`src/psrw_pkg.sv`:
```
// package for the program status word block: field layout, view codes, reset values
package psrw_pkg;

  // ================= word layout
  localparam int unsigned FLAG_N_BIT      = 31;
  localparam int unsigned FLAG_Z_BIT      = 30;
  localparam int unsigned FLAG_C_BIT      = 29;
  localparam int unsigned FLAG_V_BIT      = 28;
  localparam int unsigned FLAG_Q_BIT      = 27;
  localparam int unsigned GE_LSB          = 16;
  localparam int unsigned GE_W            = 4;
  localparam int unsigned EXC_W           = 9;
  localparam int unsigned STATE_BIT       = 24;
  localparam int unsigned XHI_LSB         = 25;
  localparam int unsigned XLO_LSB         = 10;
  localparam int unsigned RESUME_LSB      = 12;
  localparam int unsigned IDX_W           = 4;

  // ================= masks of each group inside the 32-bit word
  localparam logic [31:0] FLAGS_MASK      = 32'hF80F0000;
  localparam logic [31:0] NZCVQ_MASK      = 32'hF8000000;
  localparam logic [31:0] GE_MASK         = 32'h000F0000;
  localparam logic [31:0] EXC_MASK        = 32'h000001FF;
  localparam logic [31:0] EXEC_MASK       = 32'h0700FC00;

  // ================= reset values
  localparam logic [31:0] FLAGS_RST       = 32'h00000000;
  localparam logic [8:0]  EXC_RST         = 9'h000;
  localparam logic [1:0]  XHI_RST         = 2'h0;
  localparam logic [5:0]  XLO_RST         = 6'h00;
  localparam logic [3:0]  IDX_ZERO        = 4'h0;

  // ================= exception numbers
  localparam logic [8:0]  EXC_THREAD      = 9'h000;
  localparam logic [8:0]  EXC_NMI         = 9'h002;
  localparam logic [8:0]  EXC_HARD_FAULT  = 9'h003;
  localparam logic [8:0]  EXC_MEM_MGMT    = 9'h004;
  localparam logic [8:0]  EXC_BUS_FAULT   = 9'h005;
  localparam logic [8:0]  EXC_USAGE_FAULT = 9'h006;
  localparam logic [8:0]  EXC_SVC         = 9'h00B;
  localparam logic [8:0]  EXC_PEND_SVC    = 9'h00E;
  localparam logic [8:0]  EXC_SYS_TICK    = 9'h00F;
  localparam logic [8:0]  EXC_IRQ_BASE    = 9'h010;
  localparam logic [8:0]  EXC_MAX         = 9'h100;

  // ================= register-move view selectors
  typedef enum logic [2:0] {
    PSRW_V_FLAGS     = 3'h0,  // condition_flags
    PSRW_V_EXC       = 3'h1,  // active_exception_number
    PSRW_V_EXEC      = 3'h2,  // execution_state
    PSRW_V_FULL      = 3'h3,  // combined_status_word
    PSRW_V_EXC_EXEC  = 3'h4,  // exc_exec_view
    PSRW_V_FLAGS_EXC = 3'h5,  // flags_exc_view
    PSRW_V_FLAGS_EXE = 3'h6,  // flags_exec_view
    PSRW_V_NZCVQ     = 3'h7   // five_flag_write_view
  } psrw_view_t;

  // register-move request from the instruction pipe
  typedef struct packed {
    logic        rd;
    logic        wr;
    psrw_view_t  view;
    logic [31:0] wdata;
  } psrw_move_t;

  // execution-unit side updates
  typedef struct packed {
    logic       flags_we;
    logic [4:0] nzcvq;
    logic       ge_we;
    logic [3:0] ge;
  } psrw_alu_t;

endpackage

```
`src/psrw_status_word.sv`:
```
// program status word: flag, exception-number and execution-state groups
// ==================================================================
// Overview of operation
// - three disjoint groups in one 32-bit word
// - views select one, two or three groups
// - full view returns flags and exception number in place
// - writes to the exception field are discarded
// - execution bits read zero, writes ignored
// - five-flag view updates only N Z C V Q
// - N Z C V Q at bits 31..27
// - greater-or-equal flags at bits 19..16
// - 9-bit exception number at bits 8..0
// - exception numbers: 0 thread, 16+n interrupts
// - state bit at 24, rest reserved
// - shared bits hold block or resume state
// - interrupt in multi-transfer records next index
// - resume multi-transfer from stored index
// - resume state keeps 26:25, 11:10 zero
// - conditional block covers up to four instructions
// - only compact instruction-set state executes
// - state bit loaded by branch, return, vector
// - execution with state bit 0 faults
// - reset loads vector bit 0 into state bit
// ==================================================================
// field layout of the word
//   31..27 negative, zero, carry, overflow, saturation
//   26..25 shared high bits of block or resume state
//   24     instruction-set state bit
//   19..16 greater-or-equal flags
//   15..10 shared low bits, 15..12 resume index
//   8..0   active exception number
//   all other positions reserved, always zero
// ==================================================================
// view selector map
//   0 flags only, read and write
//   1 exception number only, read only
//   2 execution state only, reads zero
//   3 full word, flags writable
//   4 exception plus execution, read only, writes dropped
//   5 flags plus exception, flags writable
//   6 flags plus execution, flags writable
//   7 five flags only, greater-or-equal flags untouched
// ==================================================================
// move port usage
//   rd and wr are one-cycle levels sampled on each edge
//   read data holds until the next read request
//   a read and a write in one cycle return the old word
//   back to back requests need no gap
// ==================================================================
// update priorities
//   flags: exception return, then move write, then alu
//   state bit: reset catch, then vector, then return, then branch
//   shared bits: suspend on entry, then return, then resume ack,
//   then conditional block open, then block advance
// ==================================================================
// timing
//   move read data lands one edge after the read request
//   move write reaches status_word two edges after the request
//   every status output is one edge behind the internal state
//   state_fault follows an execution attempt by one edge
// ==================================================================
// reset
//   all groups clear while sys_rst is high
//   outputs other than state_fault read zero until the second edge after release
//   state_bit shows the caught vector bit from the second edge
// ==================================================================
// hazards and limits
//   the state bit is caught on the first edge after release,
//   so an execution attempt on that edge may raise a fault
//   the flags reset to zero to keep the word free of unknowns
//   exception numbers above the top interrupt are clipped
//   resume state is only recognised on return when the shared
//   high bits and bits 11:10 are clear and the index is nonzero
//   the conditional block and the resume index share storage, so a
//   block cannot open while a suspended transfer waits to resume
module psrw_status_word
  import psrw_pkg::*;
(
  input  wire logic        core_clk,
  input  wire logic        sys_rst,
  // register-move port
  input  wire psrw_move_t  move_req,
  output logic [31:0]      move_rdata,
  // execution unit updates
  input  wire psrw_alu_t   alu_upd,
  // exception entry / return
  input  wire logic        exc_entry,
  input  wire logic [8:0]  exc_entry_num,
  input  wire logic        exc_return,
  input  wire logic [8:0]  exc_return_num,
  input  wire logic [31:0] stacked_word,
  input  wire logic        vector_load,
  input  wire logic [31:0] vector_value,
  input  wire logic        reset_vec_bit0,
  // branch exchange / pop into program counter
  input  wire logic        branch_state_we,
  input  wire logic        branch_state_bit,
  // multiple transfer
  input  wire logic        multi_active,
  input  wire logic [3:0]  multi_next_idx,
  input  wire logic        multi_resume_ack,
  // conditional block
  input  wire logic        cond_block_open,
  input  wire logic [7:0]  cond_block_init,
  input  wire logic        cond_block_adv,
  // execution attempt
  input  wire logic        exec_attempt,
  // status
  output logic [31:0]      status_word,
  output logic [8:0]       exception_index,
  output logic             state_bit,
  output logic             resume_valid,
  output logic [3:0]       resume_idx,
  output logic             cond_block_active,
  output logic             state_fault
);

  // ================= storage
  logic [4:0] nzcvq_r;
  logic [3:0] greater_equal_flags_r;
  logic [8:0] exc_num_r;
  logic       state_r;
  logic [1:0] xhi_r;          // bits 26:25
  logic [5:0] xlo_r;          // bits 15:10
  logic       resume_mode_r;  // shared bits hold resume index
  logic       state_caught_r;
  logic [31:0] rdata_r;
  logic       fault_r;

  // ================= helpers
  // assemble the live word from the separate group registers
  function automatic logic [31:0] psrw_pack(
    input logic [4:0] f,
    input logic [3:0] ge,
    input logic [8:0] e,
    input logic       t,
    input logic [1:0] hi,
    input logic [5:0] lo
  );
    logic [31:0] w;
    w = 32'h00000000;
    w[FLAG_N_BIT -: 5] = f;
    w[GE_LSB +: GE_W] = ge;
    w[EXC_W-1:0] = e;
    w[STATE_BIT] = t;
    w[XHI_LSB +: 2] = hi;
    w[XLO_LSB +: 6] = lo;
    return w;
  endfunction

  function automatic logic [31:0] psrw_view_mask(input psrw_view_t v);
    logic [31:0] m;
    m = 32'h00000000;
    case (v)
      PSRW_V_FLAGS:     m = FLAGS_MASK;
      PSRW_V_EXC:       m = EXC_MASK;
      PSRW_V_EXEC:      m = EXEC_MASK;
      PSRW_V_FULL:      m = FLAGS_MASK | EXC_MASK | EXEC_MASK;
      PSRW_V_EXC_EXEC:  m = EXC_MASK | EXEC_MASK;
      PSRW_V_FLAGS_EXC: m = FLAGS_MASK | EXC_MASK;
      PSRW_V_FLAGS_EXE: m = FLAGS_MASK | EXEC_MASK;
      PSRW_V_NZCVQ:     m = NZCVQ_MASK;
      default:          m = 32'h00000000;
    endcase
    return m;
  endfunction

  logic [31:0] live_word;
  logic [31:0] wmask;
  logic        sw_flags_we;
  logic        sw_ge_we;

  assign live_word = psrw_pack(nzcvq_r, greater_equal_flags_r, exc_num_r, state_r, xhi_r, xlo_r);

  // only the flag group is writable; exception and execution bits drop out
  assign wmask = (move_req.view == PSRW_V_EXC_EXEC) ? 32'h00000000
               : (psrw_view_mask(move_req.view) & FLAGS_MASK);
  assign sw_flags_we = move_req.wr & (|(wmask & NZCVQ_MASK));
  assign sw_ge_we    = move_req.wr & (|(wmask & GE_MASK));

  // ================= condition flags; software move wins over the alu in the same cycle
  always_ff @(posedge core_clk or posedge sys_rst) begin
    if (sys_rst) begin
      nzcvq_r <= FLAGS_RST[FLAG_N_BIT -: 5];
      greater_equal_flags_r <= FLAGS_RST[GE_LSB +: GE_W];
    end else begin
      if (exc_return) begin
        nzcvq_r <= stacked_word[FLAG_N_BIT -: 5];
        greater_equal_flags_r <= stacked_word[GE_LSB +: GE_W];
      end else begin
        if (sw_flags_we) begin
          nzcvq_r <= move_req.wdata[FLAG_N_BIT -: 5];
        end else if (alu_upd.flags_we) begin
          nzcvq_r <= alu_upd.nzcvq;
        end
        if (sw_ge_we) begin
          greater_equal_flags_r <= move_req.wdata[GE_LSB +: GE_W];
        end else if (alu_upd.ge_we) begin
          greater_equal_flags_r <= alu_upd.ge;
        end
      end
    end
  end

  // ================= exception number; only hardware entry/return changes it
  always_ff @(posedge core_clk or posedge sys_rst) begin
    if (sys_rst) begin
      exc_num_r <= EXC_RST;
    end else if (exc_entry) begin
      // out-of-range numbers are clipped to the top interrupt
      exc_num_r <= (exc_entry_num > EXC_MAX) ? EXC_MAX : exc_entry_num;
    end else if (exc_return) begin
      exc_num_r <= (exc_return_num > EXC_MAX) ? EXC_MAX : exc_return_num;
    end
  end

  // ================= state bit; reset value caught after release
  always_ff @(posedge core_clk or posedge sys_rst) begin
    if (sys_rst) begin
      state_r <= 1'b0;
      state_caught_r <= 1'b0;
    end else begin
      state_caught_r <= 1'b1;
      if (!state_caught_r) begin
        state_r <= reset_vec_bit0;
      end else if (vector_load) begin
        state_r <= vector_value[0];
      end else if (exc_return) begin
        state_r <= stacked_word[STATE_BIT];
      end else if (branch_state_we) begin
        state_r <= branch_state_bit;
      end
    end
  end

  // ================= shared execution bits: conditional block or resume index
  always_ff @(posedge core_clk or posedge sys_rst) begin
    if (sys_rst) begin
      xhi_r <= XHI_RST;
      xlo_r <= XLO_RST;
      resume_mode_r <= 1'b0;
    end else begin
      if (exc_entry && multi_active) begin
        // suspend the transfer, keep only the index
        xhi_r <= XHI_RST;
        xlo_r <= {multi_next_idx, 2'h0};
        resume_mode_r <= 1'b1;
      end else if (exc_return) begin
        xhi_r <= stacked_word[XHI_LSB +: 2];
        xlo_r <= stacked_word[XLO_LSB +: 6];
        // nonzero index with the other shared bits clear marks resume state
        resume_mode_r <= (stacked_word[XHI_LSB +: 2] == XHI_RST)
                       && (stacked_word[XLO_LSB +: 2] == 2'h0)
                       && (stacked_word[RESUME_LSB +: IDX_W] != IDX_ZERO);
      end else if (resume_mode_r && multi_resume_ack) begin
        xhi_r <= XHI_RST;
        xlo_r <= XLO_RST;
        resume_mode_r <= 1'b0;
      end else if (cond_block_open && !resume_mode_r) begin
        xhi_r <= cond_block_init[1:0];
        xlo_r <= cond_block_init[7:2];
      end else if (cond_block_adv && !resume_mode_r) begin
        // mask in low bits shifts; a mask of 4'h8 or an empty mask ends the block after at most four
        if (xlo_r[3:0] == 4'h8 || xlo_r[3:0] == 4'h0) begin
          xhi_r <= XHI_RST;
          xlo_r <= XLO_RST;
        end else begin
          xlo_r <= {xlo_r[5:4], xlo_r[3:0] << 1};
          xhi_r <= {xhi_r[1], xlo_r[4]};
        end
      end
    end
  end

  // ================= read data; execution bits blanked for register moves
  // the live word is read before this edge's updates, so a same-cycle write is not seen
  always_ff @(posedge core_clk or posedge sys_rst) begin
    if (sys_rst) begin
      rdata_r <= 32'h00000000;
    end else if (move_req.rd) begin
      rdata_r <= live_word & psrw_view_mask(move_req.view) & ~EXEC_MASK;
    end
  end

  // ================= fault on execution with the state bit clear
  always_ff @(posedge core_clk or posedge sys_rst) begin
    if (sys_rst) begin
      fault_r <= 1'b0;
    end else begin
      fault_r <= exec_attempt && !state_r;
    end
  end

  // ================= word mirror outputs, registered
  always_ff @(posedge core_clk or posedge sys_rst) begin
    if (sys_rst) begin
      status_word <= 32'h00000000;
      exception_index <= EXC_RST;
      state_bit <= 1'b0;
    end else begin
      status_word <= live_word;
      exception_index <= exc_num_r;
      state_bit <= state_r;
    end
  end

  // ================= resume outputs, registered
  always_ff @(posedge core_clk or posedge sys_rst) begin
    if (sys_rst) begin
      resume_valid <= 1'b0;
      resume_idx <= IDX_ZERO;
    end else begin
      resume_valid <= resume_mode_r;
      resume_idx <= xlo_r[5:2];
    end
  end

  // ================= conditional block output, registered
  // a block and resume state never coexist, so resume mode masks the block flag
  always_ff @(posedge core_clk or posedge sys_rst) begin
    if (sys_rst) begin
      cond_block_active <= 1'b0;
    end else begin
      cond_block_active <= !resume_mode_r && (xlo_r[3:0] != 4'h0);
    end
  end

  assign move_rdata = rdata_r;
  assign state_fault = fault_r;

endmodule

```
`config.mk`:
```
export PLATFORM = sky130hd
export DESIGN_NAME = psrw_status_word
export DESIGN_NICKNAME = d
export VERILOG_FILES = /design/src/psrw_pkg.sv /design/src/psrw_status_word.sv
export SDC_FILE = /design/constraint.sdc
export NUM_CORES = 1
export LEC_CHECK = 0
export ABC_AREA = 1
export BUFFER_PORTS_ARGS = -buffer_cell sky130_fd_sc_hd__buf_2
export CORE_ASPECT_RATIO = 1.5
export CORE_UTILIZATION = 43
export DETAILED_ROUTE_END_ITERATION = 8
export MAX_ROUTING_LAYER = met4
export PLACE_DENSITY_LB_ADDON = 0.2
export SETUP_SLACK_MARGIN = 0.5
export SKIP_CTS_REPAIR_TIMING = 1
export SLEW_MARGIN = 20
export SYNTH_ARGS = -nofsm -noshare
export SYNTH_HDL_FRONTEND = slang
export SYNTH_SLANG_ARGS = --single-unit
```
`constraint.sdc`:
```
create_clock -name core_clk -period 2.9 [get_ports core_clk]
set_clock_uncertainty 0.1 [all_clocks]
set_input_delay 0.29 -clock core_clk [delete_from_list [all_inputs] [get_ports core_clk]]
set_output_delay 0.29 -clock core_clk [all_outputs]
set_load 0.005 [all_outputs]
```
# Word-level counts from Yosys, hierarchy flattened
# Memories as Yosys holds them, arrays and structs flattened.
# Index checks and enable logic that the tools add are counted.
# word_totals
n_memories	2
mem_bits_ro	432
word_cells	84
regBits	96
# classes
n_eq_ne	3
bitwise	3
n_lt_le_gt_ge	2
reduce_logical	25
mux	31
# mem_list
name	depth	word_bits	read_ports	rd_ports_with_merged_regs	wr	line	source
(no name shown)	8	27	1	0	0	psrw_status_word.sv:154	case (v)
(no name shown)	8	27	1	0	0	psrw_status_word.sv:154	
# op_table
op	count
two-way mux 32 bit	2
two-way mux 6 bit	6
two-way mux 9 bit	4
bitwise AND 32 bit	1
greater-than comparator 9 bit, second input constant	2
two-way mux 5 bit	3
two-way mux 2 bit	6
two-way mux 4 bit	3
nonzero test 5 bit	2
nonzero test 3 bit	3
logical AND 1 bit	8
nonzero test 4 bit	2
two-way mux 1 bit	7
OR reduction 5 bit	1
== test 4 bit, second input constant	1
zero test 2 bit	2
zero test 4 bit	1
inequality test 4 bit, second input constant	1
OR reduction 4 bit	1
== test 3 bit, second input constant	1
bitwise AND 1 bit	2
zero test 1 bit	2
AND reduction 2 bit	1
nonzero test 2 bit	1
logical OR 1 bit	1

# Longest topological paths before layout
# depth
word_depth	8
ltp_mapped	11
depth_no_buf	11

# Worst setup path after synthesis
# No wires, ideal clock.
# synth_timing
path_type	input -> register
start	input port move_req[32] (netlist bit)
end	register greater_equal_flags_r[0]
n_path_buf	0
setup_ps	116
t_arrival_ps	1224
path_slack_ps	1460
cell_stages	10
path_cell_list	inv_1 > ha_1 > nand2_4 > nand2_1 > inv_2 > nand2_1 > nand2_1 > nand3_1 > nand2_1 > nand2_1
# synth_between
elab_chain_len	6
elab_cells_between_ends	8
# synth_rtl
item	line	source
from (decl)	psrw_status_word.sv:82	input wire psrw_move_t move_req,
memory (8 x 27 bit) or == test 3 bit (tied branches)	n/a	
two-way mux 32 bit (*)	psrw_status_word.sv:176	assign wmask = (move_req.view == PSRW_V_EXC_EXEC) ? 32'h00000000
OR reduction 4 bit (*)	psrw_status_word.sv:179	assign sw_ge_we = move_req.wr & (|(wmask & GE_MASK));
bitwise AND 1 bit (*)	psrw_status_word.sv:179	
two-way mux 4 bit	psrw_status_word.sv:196	if (sw_ge_we) begin
two-way mux 4 bit	psrw_status_word.sv:187	if (exc_return) begin
to (signal assigned)	psrw_status_word.sv:189	greater_equal_flags_r <= stacked_word[GE_LSB +: GE_W];
to (signal assigned)	psrw_status_word.sv:197	greater_equal_flags_r <= move_req.wdata[GE_LSB +: GE_W];
to (signal assigned)	psrw_status_word.sv:199	greater_equal_flags_r <= alu_upd.ge;
to (decl)	psrw_status_word.sv:120	logic [3:0] greater_equal_flags_r;
# Every way passes the cells marked *; elsewhere a longest branch is shown, timed or not.
# A chain may end at the register's enable or synchronous reset.

# Final worst setup path
# layout_timing
start	input port exc_return
end	register exc_num_r[6]
# layout_between
elab_chain_len	1
# layout_rtl
item	line	source
from (decl)	psrw_status_word.sv:89	input wire logic exc_return,
nonzero test 2 bit (no line)	n/a	
to (signal assigned)	psrw_status_word.sv:211	exc_num_r <= (exc_entry_num > EXC_MAX) ? EXC_MAX : exc_entry_num;
to (signal assigned)	psrw_status_word.sv:213	exc_num_r <= (exc_return_num > EXC_MAX) ? EXC_MAX : exc_return_num;
to (decl)	psrw_status_word.sv:121	logic [8:0] exc_num_r;
# Every way passes these cells.

==> flow_metrics.env <==
export IMPL_synth_cell_types=30
export IMPL_critPathRequiredTime_ns=3.01
export IMPL_final_common_cell="buf_2"
export IMPL_fp_coreArea_sq_mm=0.00836
export IMPL_maxCapViolCount=0
export IMPL_worst_pin_slew_ns=0.578
export IMPL_syn_area_sq_mm=0.00370
export IMPL_p_int_mw=1.99
export IMPL_synth_ff_type="dfrtp_1"
export IMPL_setup_violations=0
export IMPL_numPortBuffers=148
export IMPL_p_leak_nw=2.63
export IMPL_net_switching_power_mw=0.727
export IMPL_dieArea_sq_mm=0.00899
export IMPL_rows=41
export IMPL_drive_gt1_share_pct=31.9
export IMPL_drt_pass1_iter_count=4
export IMPL_max_slew_margin_pct=61.3
export IMPL_hp_class="input port to flip-flop"
export IMPL_clk_pin_slew_ns=0.06
export IMPL_pwr_share_clk_pct=37.1
export IMPL_hold_viol_final=0
export IMPL_reg2reg_depth=7
export IMPL_vias=3186
export IMPL_power_frac_comb_pct=16.3
export IMPL_slew_viol_final=0
export IMPL_async_flop_share_pct=100
export IMPL_grt_max_degree=37
export IMPL_globalRouteOverflowTotal=0
export IMPL_wl_per_cell_um=11.5
export IMPL_cellPowerDensity_mw_per_mm2=583
export IMPL_track_usage_pct=19.5
export IMPL_cts_tree="yes"
export IMPL_crit_fanout=28
export IMPL_cp_data_arrival_time_ns=1.52
export IMPL_grt_pass1_vias=2873
export IMPL_max_freq_mhz=708
export IMPL_viasPerCell=4.57
export IMPL_place_congestion=0.856
export IMPL_antenna_left=0
export IMPL_finalSetupTns_ns=0
export IMPL_nNetsFinal=742
export IMPL_cts_buffers=9
export IMPL_start_kind="input port"
export IMPL_initial_core_util_pct=44.3
export IMPL_rrSetupSlack_ns=1.51
export IMPL_cts_root_buf="clkbuf_16"
export IMPL_synth_top_area_share_pct=52.1
export IMPL_finalWirelength_um=8050
export IMPL_synth_top_cell_by_area="dfrtp_1"
export IMPL_insertion_delay_ns=0.33
export IMPL_syn_avg_cell_area_sq_um=8.30
export IMPL_r2r_start="resume_mode_r"
export IMPL_grt_pass1_wl_um=12900
export IMPL_antenna_found_initial=0
export IMPL_design_area_sq_mm=0.00465
export IMPL_status="finished, final reports clean"
export IMPL_dpl_cell_area_sq_mm=0.00437
export IMPL_ios=236
export IMPL_die_h_um=116
export IMPL_worst_slack_ns=1.49
export IMPL_seqPwrFrac_pct=46.6
export IMPL_ys_warn_count=0
export IMPL_post_route_min_period_ns=1.41
export IMPL_synth_edff_count=0
export IMPL_dpl_hpwl_um=6280
export IMPL_fp_dieW_um=77.8
export IMPL_synth_seq_cells=77
export IMPL_diodes=0
export IMPL_drt_initial_drc_count=148
export IMPL_worstHoldStart="reset_vec_bit0"
export IMPL_rsz0062_at_grt="no"
export IMPL_vdd_drop_max_uv=357
export IMPL_r2r_end="xlo_r[3]"
export IMPL_area_growth_pct=25.8
export IMPL_holdPathEnd="state_r"
export IMPL_clock_path_buffers=2
export IMPL_path_class="input port to flip-flop"
export IMPL_hold_depth=3
export IMPL_crit_path_end_kind="flip-flop"
export IMPL_cts_sink_count=77
export IMPL_yosysSeqAreaShare_pct=52.1
export IMPL_total_power_mw=2.71
export IMPL_timing_final_crit_share_pct=48.7
export IMPL_cts_max_level=3
export IMPL_syn_instance_count=446
export IMPL_layout_common_cells="buf_2, nand2_1, dfrtp_1"
export IMPL_drcViolationCount=0
export IMPL_ys_top_cells_by_area="dfrtp_1, nand2_1, buf_4"
export IMPL_final_util_pct=55.7
export IMPL_dp_slack_ns=1.13
export IMPL_switching_share_pct=26.8
==> cells in the mapped netlist, types with 3 or more instances <==
master / n
buf_4: 33
clkbuf_1: 5
a21oi_1: 3
nor2_1: 41
buf_2: 3
nor2_4: 4
nand2_1: 129
inv_1: 45
o22ai_1: 8
nand2_2: 3
inv_2: 4
o21ai_0: 20
dfrtp_1: 77
nand3_1: 49
==> area by class of cell <==
cell class	count	area, sq um
clock buffers	12	246
clock inverters	4	23.8
fillers	784	3710
inverters	51	195
multi-input cells	294	1360
flip-flops and latches	77	1930
well taps	107	134
repair buffers	152	773
==> stage by stage <==
stage | instances | hold WS (ns)
finish | 697 | 0.0560
global route | 697 | 0.0647
CTS | 696 | -0.145
detailed placement | 680 | 0.209
global placement | 680 | 0.200
floorplan | 464 | 0.254
==> worst max-delay path by stage <==
stage                     from           endpoint  slack (ns)  cells after the start
floorplan              sys_rst  cond_block_active        0.54                      1
finish              exc_return       exc_num_r[6]        1.49                      6
CTS                 exc_return       exc_num_r[6]        1.48                      6
detailed placement  exc_return       exc_num_r[6]        1.13                      6
global placement    exc_return       exc_num_r[2]        1.15                      6
global route        exc_return       exc_num_r[4]        1.32                      6
==> critical path: stages <==
cell,delay [ns]
buf_2,0.20
inv_2,0.40
or2_2,0.20
clkinv_1,0.19
nand3_1,0.15
nand3_1,0.08
==> flip-flops by register name, indices dropped and copies added, names as in the netlist <==
signal,cells
state_fault,1
nzcvq_r,5
resume_mode_r,1
xhi_r,2
move_rdata,18
cond_block_active,1
state_r,1
resume_valid,1
exc_num_r,9
resume_idx,3
greater_equal_flags_r,4
xlo_r,6
status_word,16
exception_index,8
state_caught_r,1
==> kinds of logic after synthesis <==
logic type / after synthesis / share of synthesized area, %
compound gates: 35 / 5.41
other cells: 2 / 0.203
simple gates: 237 / 28.5
buf+inv: 93 / 13.2
fa+ha+maj: 2 / 0.676
flops: 77 / 52.1
==> per-layer routing <==
layer / track usage (%) / vias to the layer above / wire (um)
met5: - / - / 0
met4: 12.3 / 0 / 245
met3: 2.99 / 19 / 407
met2: 34.2 / 113 / 4230
met1: 20.3 / 1436 / 3160
li1: - / 1618 / -
==> power by group through the flow <==
stage               clock network [mW]  logic, mW  registers (mW)
detailed placement                   0      0.449            1.28
floorplan                            0      0.275            1.28
global route                      1.08      0.506            1.28
global placement                     0      0.443            1.28
finish                            1.01      0.444            1.26
CTS                               1.04      0.451            1.27
No activity file was read; power rests on OpenSTA's default activity.
